==> config.mk <==
export PLATFORM = sky130hd
export DESIGN_NAME = rsph_status_header
export DESIGN_NICKNAME = d
export VERILOG_FILES = /design/src/rsph_pkg.sv /design/src/rsph_status_header.sv
export VERILOG_INCLUDE_DIRS = /design/src
export SDC_FILE = /design/constraint.sdc
export NUM_CORES = 1
export LEC_CHECK = 0
export BUFFER_PORTS_ARGS = -buffer_cell sky130_fd_sc_hd__buf_2
export CAP_MARGIN = 20
export CORE_ASPECT_RATIO = 0.8
export CORE_MARGIN = 1.5
export CORE_UTILIZATION = 39
export CTS_CLUSTER_DIAMETER = 200
export DETAILED_ROUTE_END_ITERATION = 7
export PLACE_DENSITY = 0.77
export SETUP_SLACK_MARGIN = 0.1
export SYNTH_ARGS = -nofsm -noshare
export SYNTH_HDL_FRONTEND = slang
export SYNTH_SLANG_ARGS = --single-unit
export TNS_END_PERCENT = 10
==> constraint.sdc <==
create_clock -name sys_clk -period 1.9 [get_ports sys_clk]
set_input_delay 0.095 -clock sys_clk [delete_from_list [all_inputs] [get_ports sys_clk]]
set_output_delay 0.095 -clock sys_clk [all_outputs]
set_load 0.005 [all_outputs]
==> src/rsph_regs.svh <==
// register offsets, field positions and reset values of the pipeline_pending block
`ifndef RSPH_REGS_SVH
`define RSPH_REGS_SVH

`define RSPH_SEL_BASE      3'h2
`define RSPH_SEL_OFFSET    16'h0003
`define RSPH_IRQ_EN_OFFSET 16'h0004
`define RSPH_POLL_LO       16'h1000

`define RSPH_BIT_FIELD     0
`define RSPH_BIT_VSYNC     1
`define RSPH_BIT_PAGE      2
`define RSPH_BIT_DMA_S     3
`define RSPH_BIT_DMA_I     4
`define RSPH_BIT_PIPE_S    5
`define RSPH_BIT_PIPE_I    6
`define RSPH_BIT_PKT_S     7
`define RSPH_BIT_PKT_I     8
`define RSPH_BIT_HALT      9

`define RSPH_INT_MASK      32'h0000_0156
`define RSPH_IRQ_EN_RESET  5'h00
`define RSPH_PKT_MAIN_BIT  26

`endif

==> src/rsph_pkg.sv <==
// types shared by the pipeline_pending and packet header block
package rsph_pkg;

    typedef enum logic [1:0] {
        RSPH_CTX_NONE       = 2'h0,
        RSPH_CTX_PER_PACKET = 2'h1,
        RSPH_CTX_PER_PRIM   = 2'h2,
        RSPH_CTX_PER_VERTEX = 2'h3
    } rsph_ctx_e;

    typedef enum logic [2:0] {
        RSPH_PRIM_POINTS     = 3'h0,
        RSPH_PRIM_LINES      = 3'h1,
        RSPH_PRIM_WIDE       = 3'h2,
        RSPH_PRIM_QUADS      = 3'h3,
        RSPH_PRIM_BLOCK_RD   = 3'h4,
        RSPH_PRIM_BLOCK_WR   = 3'h5,
        RSPH_PRIM_WIDE_4     = 3'h6,
        RSPH_PRIM_WIDE_2     = 3'h7
    } rsph_prim_e;

    typedef enum logic [1:0] {
        RSPH_BUS_IDLE = 2'h0,
        RSPH_BUS_ACK  = 2'h1
    } rsph_bus_e;

    // decoded first word of a command packet
    typedef struct packed {
        logic [7:0] primitive_count;
        logic [1:0] map_id_word_count;
        logic [3:0] instruction_count;
        rsph_ctx_e  depth1_eq_format;
        rsph_ctx_e  depth0_eq_format;
        rsph_ctx_e  colour1_eq_format;
        rsph_ctx_e  colour0_eq_format;
        logic [1:0] depth_mask_format;
        logic [1:0] coverage_mask_format;
        logic [1:0] clip_rect_format;
        logic       end_excluded;
        rsph_prim_e primitive_type;
    } rsph_header_s;

    // context presence derived from the header
    typedef struct packed {
        logic       clip_present;
        logic       coverage_mask_present;
        logic       depth_mask_present;
        logic       count_illegal;
        logic [2:0] map_id_count_half;
    } rsph_ctx_info_s;

    // event inputs from the pipeline and video side
    typedef struct packed {
        logic packet_blocked;
        logic pipeline_pending;
        logic dma_map_pending;
        logic page_fault_wait;
        logic vsync_event;
        logic stereo_left;
    } rsph_events_s;

endpackage

==> src/rsph_status_header.sv <==
// render engine status register, polling decode and packet header decoder
`timescale 1ns/1ps
`include "rsph_regs.svh"

// Contract
// - status register sits at base with bits 20:18 = 2, 17:2 = 3, 1:0 zero
// - bit 7 shows packet blocked; polling reads return the same bit
// - bit 5 shows unrendered packet data still in the pipeline
// - bit 3 shows pending DMA map access; also the separate DMA status
// - flags 8, 6, 4 set on falling edges of bits 7, 5, 3
// - bit 2 set while waiting for CPU page fault handling
// - bit 1 set on a vertical sync event
// - bit 9 high halts packet processing; DMA map access still proceeds; halt blocks only header capture, a polling read still pulses packet_start
// - bit 0 shows stereo left view or retrace before it
// - bits 7, 5, 3, 0 read-only; bits 31:10 undefined, read zero
// - only device sets flags; CPU writes clear them; halt is read-write
// - header bits 2:0 give the primitive type
// - header bit 3: 0 includes second endpoint, 1 excludes it
// - header bits 5:4 clip format; nonzero means two context words
// - header bits 7:6 coverage mask format; nonzero means mask present
// - header bits 9:8 depth mask format; nonzero means one word present
// - four 2-bit plane equation formats at 11:10, 13:12, 15:14, 17:16
// - header bits 21:18 are the instruction count
// - header bits 23:22 are map id words, two ids per word
// - header bits 31:24 primitive count, never zero from the builder
// - polling read forms packet address 26:12 from address 17:3
// - first fetched packet word is the header governing the rest
module rsph_status_header (
    input  wire logic                  sys_clk,
    input  wire logic                  rst,
    input  wire logic [20:0]           avs_address,
    input  wire logic                  avs_read,
    input  wire logic                  avs_write,
    input  wire logic [31:0]           avs_writedata,
    input  wire logic [3:0]            avs_byteenable,
    output logic      [31:0]           avs_readdata,
    output logic                       avs_waitrequest,
    input  wire rsph_pkg::rsph_events_s events,
    input  wire logic                  header_valid,
    input  wire logic [31:0]           header_word,
    output rsph_pkg::rsph_header_s     header_out,
    output rsph_pkg::rsph_ctx_info_s   ctx_out,
    output logic                       header_out_valid,
    output logic                       packet_halt,
    output logic                       dma_status,
    output logic [26:0]                packet_address,
    output logic                       packet_in_main,
    output logic                       packet_start,
    output logic                       irq
);

    rsph_pkg::rsph_bus_e bus_state_reg;
    logic [31:0]         rd_data_reg;
    logic                halt_reg;
    logic                pkt_flag_reg;
    logic                pipe_flag_reg;
    logic                dma_flag_reg;
    logic                page_flag_reg;
    logic                vsync_flag_reg;
    logic [4:0]          irq_en_reg;
    logic                pkt_s_d_reg;
    logic                pipe_s_d_reg;
    logic                dma_s_d_reg;
    logic [26:0]         pkt_addr_reg;
    logic                pkt_start_reg;
    rsph_pkg::rsph_header_s   hdr_reg;
    rsph_pkg::rsph_ctx_info_s ctx_reg;
    logic                hdr_valid_reg;
    logic                dma_status_reg;
    logic                irq_reg;
    logic                waitrequest_reg;

    logic        sel_status;
    logic        sel_irq_en;
    logic        sel_poll;
    logic        bus_take;
    logic        wr_status;
    logic [31:0] status_word;
    logic [4:0]  flags;
    logic        pkt_fall;
    logic        pipe_fall;
    logic        dma_fall;

    // true when the word offset field matches the given register
    function automatic logic offset_hit(input logic [20:0] addr, input logic [15:0] off);
        offset_hit = (addr[20:18] == `RSPH_SEL_BASE) && (addr[17:2] == off) && (addr[1:0] == 2'h0);
    endfunction

    assign sel_status = offset_hit(avs_address, `RSPH_SEL_OFFSET);
    assign sel_irq_en = offset_hit(avs_address, `RSPH_IRQ_EN_OFFSET);
    // polling window: base-2 doublewords, bits 2:0 zero, bits 17:3 nonzero, but never the irq enable word
    assign sel_poll   = (avs_address[20:18] == `RSPH_SEL_BASE) && (avs_address[2:0] == 3'h0)
                        && (avs_address[17:3] != 15'h0) && !sel_irq_en;
    assign bus_take   = (avs_read || avs_write) && (bus_state_reg == rsph_pkg::RSPH_BUS_IDLE);
    assign wr_status  = bus_take && avs_write && sel_status && avs_byteenable[1:0] != 2'h0;

    assign pkt_fall  = pkt_s_d_reg && !events.packet_blocked;
    assign pipe_fall = pipe_s_d_reg && !events.pipeline_pending;
    assign dma_fall  = dma_s_d_reg && !events.dma_map_pending;

    always_comb begin
        status_word = 32'h0;
        status_word[`RSPH_BIT_HALT]   = halt_reg;
        status_word[`RSPH_BIT_PKT_I]  = pkt_flag_reg;
        status_word[`RSPH_BIT_PKT_S]  = events.packet_blocked;
        status_word[`RSPH_BIT_PIPE_I] = pipe_flag_reg;
        status_word[`RSPH_BIT_PIPE_S] = events.pipeline_pending;
        status_word[`RSPH_BIT_DMA_I]  = dma_flag_reg;
        status_word[`RSPH_BIT_DMA_S]  = events.dma_map_pending;
        status_word[`RSPH_BIT_PAGE]   = page_flag_reg;
        status_word[`RSPH_BIT_VSYNC]  = vsync_flag_reg;
        status_word[`RSPH_BIT_FIELD]  = events.stereo_left;
    end

    assign flags = {pkt_flag_reg, pipe_flag_reg, dma_flag_reg, page_flag_reg, vsync_flag_reg};

    // one wait cycle per access: request taken, answer on the next edge
    always_ff @(posedge sys_clk) begin
        if (rst) begin
            bus_state_reg <= rsph_pkg::RSPH_BUS_IDLE;
        end else if (bus_take) begin
            bus_state_reg <= rsph_pkg::RSPH_BUS_ACK;
        end else begin
            bus_state_reg <= rsph_pkg::RSPH_BUS_IDLE;
        end
    end

    // waitrequest from its own flop: low only in the cycle after a request is taken
    always_ff @(posedge sys_clk) begin
        if (rst) begin
            waitrequest_reg <= 1'b1;
        end else begin
            waitrequest_reg <= !bus_take;
        end
    end

    always_ff @(posedge sys_clk) begin
        if (rst) begin
            rd_data_reg <= 32'h0;
        end else if (bus_take && avs_read) begin
            if (sel_status) begin
                rd_data_reg <= status_word;
            end else if (sel_irq_en) begin
                rd_data_reg <= {27'h0, irq_en_reg};
            end else if (sel_poll) begin
                rd_data_reg <= {24'h0, events.packet_blocked, 7'h0};
            end else begin
                rd_data_reg <= 32'h0;
            end
        end
    end

    // a free engine starts the fetch at the address the polling read carries
    always_ff @(posedge sys_clk) begin
        if (rst) begin
            pkt_addr_reg  <= 27'h0;
            pkt_start_reg <= 1'b0;
        end else begin
            pkt_start_reg <= bus_take && avs_read && sel_poll && !events.packet_blocked;
            if (bus_take && avs_read && sel_poll) begin
                pkt_addr_reg <= {avs_address[17:3], 12'h000};
            end
        end
    end

    always_ff @(posedge sys_clk) begin
        if (rst) begin
            halt_reg <= 1'b0;
        end else if (wr_status) begin
            halt_reg <= avs_writedata[`RSPH_BIT_HALT];
        end
    end

    always_ff @(posedge sys_clk) begin
        if (rst) begin
            irq_en_reg <= `RSPH_IRQ_EN_RESET;
        end else if (bus_take && avs_write && sel_irq_en && avs_byteenable[0]) begin
            irq_en_reg <= avs_writedata[4:0];
        end
    end

    always_ff @(posedge sys_clk) begin
        if (rst) begin
            pkt_s_d_reg  <= 1'b0;
            pipe_s_d_reg <= 1'b0;
            dma_s_d_reg  <= 1'b0;
        end else begin
            pkt_s_d_reg  <= events.packet_blocked;
            pipe_s_d_reg <= events.pipeline_pending;
            dma_s_d_reg  <= events.dma_map_pending;
        end
    end

    // a write of one clears a flag; a write can never set one and a new event wins
    always_ff @(posedge sys_clk) begin
        if (rst) begin
            pkt_flag_reg   <= 1'b0;
            pipe_flag_reg  <= 1'b0;
            dma_flag_reg   <= 1'b0;
            page_flag_reg  <= 1'b0;
            vsync_flag_reg <= 1'b0;
        end else begin
            pkt_flag_reg   <= pkt_fall  || (pkt_flag_reg  && !(wr_status && avs_writedata[`RSPH_BIT_PKT_I]));
            pipe_flag_reg  <= pipe_fall || (pipe_flag_reg && !(wr_status && avs_writedata[`RSPH_BIT_PIPE_I]));
            dma_flag_reg   <= dma_fall  || (dma_flag_reg  && !(wr_status && avs_writedata[`RSPH_BIT_DMA_I]));
            page_flag_reg  <= events.page_fault_wait
                              || (page_flag_reg && !(wr_status && avs_writedata[`RSPH_BIT_PAGE]));
            vsync_flag_reg <= events.vsync_event
                              || (vsync_flag_reg && !(wr_status && avs_writedata[`RSPH_BIT_VSYNC]));
        end
    end

    always_ff @(posedge sys_clk) begin
        if (rst) begin
            irq_reg        <= 1'b0;
            dma_status_reg <= 1'b0;
        end else begin
            irq_reg        <= |(flags & irq_en_reg);
            dma_status_reg <= events.dma_map_pending;
        end
    end

    // header register; halted engine takes no new packet, DMA status keeps running
    always_ff @(posedge sys_clk) begin
        if (rst) begin
            hdr_reg       <= '0;
            ctx_reg       <= '0;
            hdr_valid_reg <= 1'b0;
        end else begin
            hdr_valid_reg <= header_valid && !halt_reg;
            if (header_valid && !halt_reg) begin
                hdr_reg.primitive_type       <= rsph_pkg::rsph_prim_e'(header_word[2:0]);
                hdr_reg.end_excluded         <= header_word[3];
                hdr_reg.clip_rect_format     <= header_word[5:4];
                hdr_reg.coverage_mask_format <= header_word[7:6];
                hdr_reg.depth_mask_format    <= header_word[9:8];
                hdr_reg.colour0_eq_format    <= rsph_pkg::rsph_ctx_e'(header_word[11:10]);
                hdr_reg.colour1_eq_format    <= rsph_pkg::rsph_ctx_e'(header_word[13:12]);
                hdr_reg.depth0_eq_format     <= rsph_pkg::rsph_ctx_e'(header_word[15:14]);
                hdr_reg.depth1_eq_format     <= rsph_pkg::rsph_ctx_e'(header_word[17:16]);
                hdr_reg.instruction_count    <= header_word[21:18];
                hdr_reg.map_id_word_count    <= header_word[23:22];
                hdr_reg.primitive_count      <= header_word[31:24];
                ctx_reg.clip_present          <= header_word[5:4] != 2'h0;
                ctx_reg.coverage_mask_present <= header_word[7:6] != 2'h0;
                ctx_reg.depth_mask_present    <= header_word[9:8] != 2'h0;
                ctx_reg.count_illegal         <= header_word[31:24] == 8'h00;
                ctx_reg.map_id_count_half     <= {header_word[23:22], 1'b0};
            end
        end
    end

    assign avs_readdata     = rd_data_reg;
    assign avs_waitrequest  = waitrequest_reg;
    assign header_out       = hdr_reg;
    assign ctx_out          = ctx_reg;
    assign header_out_valid = hdr_valid_reg;
    assign packet_halt      = halt_reg;
    assign dma_status       = dma_status_reg;
    assign packet_address   = pkt_addr_reg;
    assign packet_in_main   = pkt_addr_reg[`RSPH_PKT_MAIN_BIT];
    assign packet_start     = pkt_start_reg;
    assign irq              = irq_reg;

    halt_follows_write_a: assert property (@(posedge sys_clk) disable iff (rst)
        wr_status |=> packet_halt == $past(avs_writedata[`RSPH_BIT_HALT])) else $error("halt bit not written");
    halt_blocks_header_a: assert property (@(posedge sys_clk) disable iff (rst)
        halt_reg |=> !header_out_valid) else $error("header taken while halted");
    pkt_flag_set_a: assert property (@(posedge sys_clk) disable iff (rst)
        $fell(events.packet_blocked) |=> pkt_flag_reg) else $error("packet flag missed");
    pipe_flag_set_a: assert property (@(posedge sys_clk) disable iff (rst)
        $fell(events.pipeline_pending) |=> pipe_flag_reg) else $error("pipeline flag missed");
    dma_flag_set_a: assert property (@(posedge sys_clk) disable iff (rst)
        $fell(events.dma_map_pending) |=> dma_flag_reg) else $error("dma flag missed");
    flag_no_cpu_set_a: assert property (@(posedge sys_clk) disable iff (rst)
        (!pipe_flag_reg && !pipe_fall) |=> !pipe_flag_reg) else $error("flag set without event");
    vsync_flag_a: assert property (@(posedge sys_clk) disable iff (rst)
        events.vsync_event |=> vsync_flag_reg) else $error("vsync flag missed");
    page_flag_a: assert property (@(posedge sys_clk) disable iff (rst)
        events.page_fault_wait |=> page_flag_reg) else $error("page flag missed");
    status_read_a: assert property (@(posedge sys_clk) disable iff (rst)
        (bus_take && avs_read && sel_status) |=> !avs_waitrequest && avs_readdata[31:10] == 22'h0
        && avs_readdata[5] == $past(events.pipeline_pending)) else $error("status read wrong");
    dma_copy_a: assert property (@(posedge sys_clk) disable iff (rst)
        1'b1 |=> dma_status == $past(events.dma_map_pending)) else $error("dma status copy wrong");
    poll_addr_a: assert property (@(posedge sys_clk) disable iff (rst)
        (bus_take && avs_read && sel_poll) |=> packet_address[26:12] == $past(avs_address[17:3])
        && packet_address[11:0] == 12'h000) else $error("packet address wrong");
    poll_blocked_a: assert property (@(posedge sys_clk) disable iff (rst)
        (bus_take && avs_read && sel_poll && events.packet_blocked) |=> !packet_start) else $error("fetch while blocked");
    header_count_a: assert property (@(posedge sys_clk) disable iff (rst)
        (header_valid && !halt_reg) |=> header_out_valid && header_out.primitive_count == $past(header_word[31:24])
        && header_out.instruction_count == $past(header_word[21:18])) else $error("header decode wrong");
    irq_follows_a: assert property (@(posedge sys_clk) disable iff (rst)
        1'b1 |=> irq == $past(|(flags & irq_en_reg))) else $error("irq wrong");

    poll_start_c: cover property (@(posedge sys_clk) disable iff (rst) packet_start);
    flag_clear_c: cover property (@(posedge sys_clk) disable iff (rst) $fell(pipe_flag_reg));
    halt_c: cover property (@(posedge sys_clk) disable iff (rst) halt_reg && header_valid);
    irq_c: cover property (@(posedge sys_clk) disable iff (rst) $rose(irq));
    poll_blocked_c: cover property (@(posedge sys_clk) disable iff (rst)
        bus_take && avs_read && sel_poll && events.packet_blocked);

endmodule

==> impl_metrics.tcl, run 1 <==
set metrics [dict create \
    status "completed" \
    synth_fa_ha_area_frac 0 \
    slew_headroom 0.657 \
    grt_use_total 0.205 \
    synth_top_cell_area_share 0.486 \
    synth_xor_area_frac 0 \
    muxShareOfSynthArea 0.0638 \
    worst_pin_slew_ps 514 \
    antenna_found_initial 0 \
    hold_end "packet_address[14]" \
    synthTopCellsByArea "dfxtp_1 (49%), nand2_1 (8.9%), buf_4 (8.7%), a21oi_1 (6.8%), mux2i_1 (6.4%)" \
    synthSimpleGateAreaFrac 0.212 \
    fp.dieH_um 85.2 \
    rsz0062_at_grt "false" \
    largest_register_ffs 32 \
    synth_cell_types 34 \
    worstPathArrival_ps 1900 \
    hp-class "primary input to flip-flop" \
    yosysMostFrequentCell "dfxtp_1" \
    fin_util 0.602 \
    cts_resized 0 \
    grt-ovfl-total 0 \
    clock.fmax_mhz 598 \
    r2r_slack_ps 380 \
    cpMaxStageDelayCell "dlygate4sd3_1" \
    cts_buffer_depth 2 \
    syn_area_um2 3290 \
    vias_per_cell 4.67 \
    first_pass_iters 4 \
    synth-async-reset-ratio 0 \
    fin_crit_sh 0.880 \
    areaGrowthSynthToFinish_pct 47.2 \
    skew_ps 6.37 \
    final_hold_viol_count 0 \
    finalPower_w 0.00364 \
    slew_violations 0 \
    vias 3255 \
    cts_tree "yes" \
    ir_drop_mv 0.440 \
    cap_violations 0 \
    hpwl_mm 6.10 \
    grt_start_max_net_pins 38 \
    rows 29 \
    clkLatencyLatePin_ps 350 \
    routedWlPerCell_um 13.2 \
    drcViolationCount 0 \
    synth_compound_area_frac 0.116 \
    design.core.area_um2 8060 \
    finalCriticalPeriod_ps 1670 \
    synthFlopType "dfxtp_1" \
    gp_congestion 0.879 \
    cp-start-kind "primary input" \
    synth_cells 382 \
    syn_area_per_cell_um2 8.62 \
    crit_fanout 5 \
    die-area_um2 9010 \
    worstPathCellList "dlygate4sd3_1 -> buf_2 -> nor2_1 -> nand4_1 -> buf_4 -> nor4_4 -> buf_4 -> mux2i_1 -> nor2_1" \
    routed_wl_mm 9.21 \
    worst_r2r_endpoint "packet_address[13]" \
    yosys_warnings 0 \
    cts.sinks 80 \
    worst_r2r_startpoint "bus_state_reg[0]" \
    reg2regPathDepth 5 \
    final_antenna_net_count 0 \
    initial_core_util 0.409 \
    path_class "primary input to flip-flop" \
    path_delay_family "buffers and inverters" \
    yosys.area.top_type "dfxtp_1" \
    drt_iter0_drc 185 \
    seq_area_um2 1600 \
    end_kind "flip-flop" \
    cts-root-buf "clkbuf_8" \
    ys_ff_latch 80 \
    n_antenna_cell 0 \
    htree_levels 3 \
    holdCritStartpoint "avs_address[5]" \
    yosysSeqAreaShare 0.486 \
    drive_above_1_share 0.307 \
    numCtsBuffers 9 \
    numPortBuffers 143 \
    grt_pass1_vias 3104 \
    synth_top_family_by_area "simple AND/OR/NAND/NOR gates" \
    dpl_cell_area_um2 4040 \
    synth_edf_count 0 \
    cp.required_ps 2130 \
    die_w_um 106 \
    nFillCells 699 \
    grt_pass1_wl_mm 14.6 \
    setup_violations 0 \
    nets 684 \
    p_per_area_nw_per_um2 751 \
    pin_count 205 \
    final_area_um2 4850 \
    cp_slowest_stage_delay_ps 550 \
    hold_path_depth 3 \
    leakagePower_nw 2.23 \
    path_clk_slew_ps 90 \
    multi_input_area_um2 1430 \
    ys_top_cells_by_count "dfxtp_1 (80), nand2_1 (78), a21oi_1 (45)" \
    crit_buf_inv 4 \
    setup_tns_ps 0 \
]
## layout by cell type (no fill, tap or decap), types with 2 or more instances in the layout
| cell type | Yosys | layout |
|---|---|---|
| buf_2 | 0 | 143 |
| dfxtp_1 | 80 | 80 |
| nand2_1 | 78 | 78 |
| dlygate4sd3_1 | 0 | 58 |
| a21oi_1 | 45 | 45 |
| nor2_1 | 36 | 36 |
| conb_1 | 1 | 35 |
| mux2i_1 | 21 | 21 |
| buf_4 | 38 | 12 |
| clkbuf_8 | 0 | 9 |
| nor3_1 | 8 | 8 |
| a211oi_1 | 6 | 6 |
| nand3_1 | 5 | 5 |
| inv_1 | 5 | 5 |
| a311oi_1 | 5 | 5 |
| nand2b_1 | 4 | 4 |
| nor4_1 | 4 | 4 |
| nor2b_1 | 5 | 4 |
| inv_6 | 0 | 4 |
| o21ai_0 | 3 | 3 |
| buf_12 | 0 | 3 |
| or4_1 | 2 | 2 |
| nand3b_1 | 2 | 2 |
| bufinv_16 | 0 | 2 |
## final cells by class
cell class,count,area share
multi-input combinational,272,0.294
inverter,5,0.00387
timing repair buffer,216,0.298
clock buffer,9,0.0255
tap,108,0.0279
sequential,80,0.330
clock inverter,7,0.0206
## routing by layer
metal / routed length (um) / global-route usage
met2: 4580 / 0.362
met1: 3930 / 0.244
met4: 148 / 0.0614
met3: 556 / 0.0538
met5: 0 / 0
## power by group
part | internal [W] | total (W) | switching (W)
registers | 0.00174 | 0.00178 | 0.0000352
logic | 0.000232 | 0.000449 | 0.000217
clock network | 0.000757 | 0.00142 | 0.000660
## cell families after synthesis
| group | after synthesis |
|---|---|
| AOI/OAI and AO/OA | 63 |
| buffers and inverters | 64 |
| DFF | 80 |
| muxes | 21 |
| other | 1 |
| and+or+nand+nor | 153 |
## stage by stage
stage	std cells	hold slack (ps)	setup slack [ps]
after floorplan	416	171	123
after global placement	622	280	-37.1
after detailed placement	622	276	-106
after CTS	696	1.50	155
after global routing	697	15.9	127
final	697	22.7	228
## tightest hold or removal path: stages
cell,delay (ps)
buf_2,100
mux2i_1,60
nor2_1,80
## timing repair
| item | in CTS | in global routing |
|---|---|---|
| hold buffers | 58 | 0 |
| setup buffers | 0 | 1 |
| hold endpoints to repair | 59 | 0 |
| endpoints found under the setup margin | 0 | 6 |
## worst max path at each step
stage,startpoint,end,depth (start not counted)
2_1_floorplan,avs_address[20],packet_address[17],6
3_3_place_gp,avs_address[13],packet_halt,7
3_5_place_dp,avs_address[13],packet_halt,7
4_1_cts,avs_address[9],irq_en_reg[2],8
5_1_grt,avs_address[9],irq_en_reg[4],9
6_report,avs_address[9],irq_en_reg[2],9
(Power assumes the default switching activity.)
==> run 2: changes to the inputs <==
- GPL_ROUTABILITY_DRIVEN: default -> 0
- HOLD_SLACK_MARGIN: default -> 0.05
==> impl_metrics.tcl, run 2 (synthesis gave the netlist of run 1 again) <==
set metrics [dict create \
    vias_per_cell 4.68 \
    grt_start_max_net_pins 38 \
    holdCritStartpoint "rst" \
    finalPower_w 0.00365 \
    n_antenna_cell 0 \
    setup_violations 0 \
    grt_use_total 0.208 \
    cap_violations 0 \
    skew_ps 5.66 \
    cts_buffer_depth 2 \
    clock.fmax_mhz 601 \
    slew_violations 0 \
    leakagePower_nw 2.26 \
    cts-root-buf "clkbuf_8" \
    final_hold_viol_count 0 \
    drcViolationCount 0 \
    numCtsBuffers 9 \
    design.core.area_um2 8060 \
    grt_util_met2 0.368 \
    grt_pass1_vias 3170 \
    fp.dieH_um 85.2 \
    p_per_area_nw_per_um2 744 \
    grt-ovfl-total 0 \
    final_common_cell "buf_2" \
    areaGrowthSynthToFinish_pct 49.0 \
    worstPathArrival_ps 1890 \
    drive_above_1_share 0.305 \
    rows 29 \
    hp-class "primary input to flip-flop" \
    fin_crit_sh 0.876 \
    routed_wl_mm 9.36 \
    path_clk_slew_ps 90 \
    final_antenna_net_count 0 \
    die_w_um 106 \
    final_cell_mix "buf_2 (143), dfxtp_1 (80), nand2_1 (78), dlygate4sd3_1 (63), a21oi_1 (45)" \
    first_pass_iters 4 \
    nets 689 \
    worst_r2r_endpoint "packet_address[13]" \
    slew_headroom 0.651 \
    r2r_slack_ps 380 \
    top_usage_layer "met2" \
    antenna_found_initial 0 \
    clkLatencyLatePin_ps 350 \
    whs_ps 192 \
    grt_pass1_wl_mm 14.9 \
    crit_fanout 16 \
    drt_iter0_drc 148 \
    pin_count 205 \
    vias 3282 \
    initial_core_util 0.409 \
    hpwl_mm 6.10 \
    htree_levels 3 \
    end_kind "flip-flop" \
    worst_r2r_startpoint "bus_state_reg[0]" \
    cp.required_ps 2130 \
    hold_path_depth 2 \
    cp-start-kind "primary input" \
    numPortBuffers 143 \
    hold_end "packet_address[12]" \
    status "completed" \
    met3_usage 0.0553 \
    reg2regPathDepth 5 \
    cts.sinks 80 \
    cts_tree "yes" \
    worst_pin_slew_ps 523 \
    die-area_um2 9010 \
    routedWlPerCell_um 13.3 \
    path_class "primary input to flip-flop" \
    finalCriticalPeriod_ps 1660 \
    largest_register_ffs 32 \
    ir_drop_mv 0.440 \
    grt_use_met1 0.246 \
    rsz0062_at_grt "false" \
]
run 2: cell count changes in the layout (fill, tap and decap cells not counted):
| cell | before | now |
|---|---|---|
| or3b_2 | 1 | 0 |
| dlygate4sd3_1 | 58 | 63 |
| buf_6 | 0 | 1 |
| buf_4 | 12 | 11 |
| or3b_4 | 0 | 1 |
run 2: how the worst max path moves through the flow:
stage | start | endpoint | slack [ps] | cells past startpoint
6_report | avs_address[8] | packet_address[13] | 240 | 8
3_5_place_dp | avs_address[13] | packet_halt | -110 | 7
2_1_floorplan | avs_address[20] | packet_address[17] | 120 | 6
3_3_place_gp | avs_address[13] | packet_halt | -40 | 7
4_1_cts | avs_address[8] | irq_en_reg[2] | 140 | 8
5_1_grt | avs_address[8] | packet_halt | 160 | 9
run 2: worst max-delay path, stage by stage:
cell	delay, ps
dlygate4sd3_1	550
buf_2	130
nor2_1	50
and2_1	190
a2111oi_4	360
buf_12	220
mux2i_1	230
nor2_1	60
run 2: per-layer routing:
layer	part of all wire	wire, um
met5	0	0
met4	0.017	163
met3	0.065	606
met2	0.50	4660
met1	0.42	3930
run 2: power breakdown:
group,internal [W],switching [W]
registers,0.00174,0.0000353
clock network,0.000757,0.000661
logic,0.000240,0.000219
run 2: final cells by class:
cell class | instances | area, um^2
Fill cell | 692 | 3150
Timing Repair Buffer | 221 | 1500
Clock inverter | 7 | 100
Sequential cell | 80 | 1600
Clock buffer | 9 | 124
Multi-Input combinational cell | 272 | 1430
Tap cell | 108 | 135
Inverter | 5 | 18.8
run 2: what timing repair did:
| action | CTS | global route |
|---|---|---|
| setup buffers | 0 | 1 |
| hold buffers | 63 | 0 |
| resized for setup | 0 | 2 |
| endpoints found under the setup margin | 0 | 8 |
| endpoints found under the hold margin | 71 | 0 |
run 2: through the flow:
| step | area (um^2) | setup slack [ps] | cells | util | TNS, ps |
|---|---|---|---|---|---|
| floorplan | 3420 | 123 | 416 | - | 0 |
| global placement | 4040 | -37.1 | 622 | 0.501 | -96.8 |
| detailed placement | 4040 | -106 | 622 | 0.501 | -531 |
| CTS | 4890 | 140 | 701 | 0.607 | 0 |
| global route | 4910 | 156 | 702 | 0.609 | 0 |
| finish | 4910 | 236 | 702 | 0.609 | 0 |
==> run 3: changes to the inputs <==
- CORE_UTILIZATION: 39 -> 46
- PLACE_DENSITY: 0.77 -> 0.85
- clock period: 1.9 -> 1.97 ns (I/O delays scaled with it)
==> impl_metrics.tcl, run 3 (synthesis gave the netlist of run 1 again) <==
set metrics [dict create \
    routed_wl_mm 9.68 \
    holdCritStartpoint "rst" \
    die_w_um 97.6 \
    worst_pin_slew_ps 703 \
    hold_end "packet_halt" \
    r2r_slack_ps 410 \
    rows 27 \
    areaGrowthSynthToFinish_pct 46.6 \
    ir_drop_mv 0.477 \
    rsz0062_at_grt "false" \
    numPortBuffers 143 \
    nets 687 \
    grt_pass1_vias 3236 \
    vias_per_cell 4.99 \
    final_cell_mix "buf_2 (143), dfxtp_1 (80), nand2_1 (78), dlygate4sd3_1 (63), a21oi_1 (45)" \
    skew_ps 13.7 \
    clkLatencyLatePin_ps 340 \
    largest_register_ffs 32 \
    grt-ovfl-total 0 \
    hp-class "primary input to flip-flop" \
    clock.fmax_mhz 535 \
    slew_headroom 0.530 \
    seq_area_um2 1600 \
    antenna_found_initial 0 \
    cts.sinks 80 \
    routedWlPerCell_um 14.3 \
    cts_buffer_depth 2 \
    worstPathArrival_ps 2090 \
    final_hold_viol_count 0 \
    n_antenna_cell 0 \
    fp.dieH_um 78.7 \
    grt_use_total 0.248 \
    worst_r2r_endpoint "packet_address[22]" \
    numCtsBuffers 9 \
    pin_count 205 \
    setup_slack_ps 102 \
    htree_levels 3 \
    hpwl_mm 6.04 \
    p_per_area_nw_per_um2 709 \
    grt_pass1_wl_mm 15.1 \
    fin_crit_sh 0.948 \
    grt_start_max_net_pins 38 \
    first_pass_iters 6 \
    fin_util 0.701 \
    cp.required_ps 2190 \
    drt_iter0_drc 140 \
    multi_input_area_um2 1430 \
    drcViolationCount 0 \
    final_antenna_net_count 0 \
    cts_tree "yes" \
    design.core.area_um2 6890 \
    leakagePower_nw 2.23 \
    setup_tns_ps 0 \
    post-cts-setup-buffer-count 0 \
    path_clk_slew_ps 90 \
    finalCriticalPeriod_ps 1870 \
    cp-start-kind "primary input" \
    hold_path_depth 2 \
    end_kind "flip-flop" \
    drive_above_1_share 0.304 \
    crit_fanout 5 \
    worst_r2r_startpoint "bus_state_reg[0]" \
    final_common_cell "buf_2" \
    path_class "primary input to flip-flop" \
    vias 3386 \
    status "completed" \
    cts-root-buf "clkbuf_8" \
    slew_violations 0 \
    pre_cts_slack_ps -46.0 \
    initial_core_util 0.478 \
    setup_violations 0 \
    cap_violations 0 \
    die-area_um2 7680 \
    reg2regPathDepth 5 \
    nFillCells 530 \
]
## run 3: cell types whose count changed in the layout (fill, tap and decap cells not counted), sizes merged
cell	previous run	this run
buf	158	156
clkbuf	9	11
clkinvlp	0	2
inv	9	7
bufinv	2	1
clkinv	1	0
## run 3: worst max path at each step
stage	start	end	slack (ps)	depth (start not counted)
floorplan	avs_address[13]	irq_en_reg[4]	140	6
global placement	avs_address[13]	packet_halt	-10	6
detailed placement	avs_address[13]	packet_halt	-50	6
CTS	avs_address[8]	packet_halt	160	7
global route	avs_address[8]	avs_readdata[1]	50	8
finish	avs_address[8]	irq_en_reg[2]	100	8
## run 3: what timing repair did
action | 4_1_cts | 5_1_grt
hold endpoints to repair | 69 | 0
resized for setup | 0 | 1
endpoints found under the setup margin | 0 | 1
hold buffers | 63 | 0
## run 3: through the flow
step	power [W]	hold slack, ps	std cells	cell area [um^2]
6_report	0.00343	175	679	4830
5_1_grt	0.00358	162	679	4830
4_1_cts	0.00344	158	679	4820
3_5_place_dp	0.00208	288	600	3980
3_3_place_gp	0.00206	285	600	3980
2_1_floorplan	0.00195	175	416	3420
## run 3: final cells by class
cell class,instances,share of cell area
Clock buffer,11,0.0313
Clock inverter,5,0.0130
Inverter,5,0.00389
Multi-Input combinational cell,272,0.296
Sequential cell,80,0.332
Tap cell,87,0.0225
Timing Repair Buffer,219,0.301
## run 3: layer usage
metal	vias up	track usage	wire length, um
met2	166	0.438	4850
met4	0	0.119	324
met5	-	0	0
met3	39	0.0766	693
met1	1572	0.276	3810
li1	1609	-	-
## run 3: critical path: stages
cell           delay (ps)
dlygate4sd3_1         540
buf_2                 130
nor2_1                180
nand4_1               340
nor4_4                340
buf_4                 200
mux2i_1               200
nor2_1                 50
## run 3: where the power goes
| part | total [W] | switching [W] | internal, W |
|---|---|---|---|
| Clock | 0.00127 | 0.000606 | 0.000664 |
| Sequential | 0.00171 | 0.0000340 | 0.00168 |
| Combinational | 0.000443 | 0.000216 | 0.000227 |
| Total | 0.00343 | 0.000856 | 0.00257 |
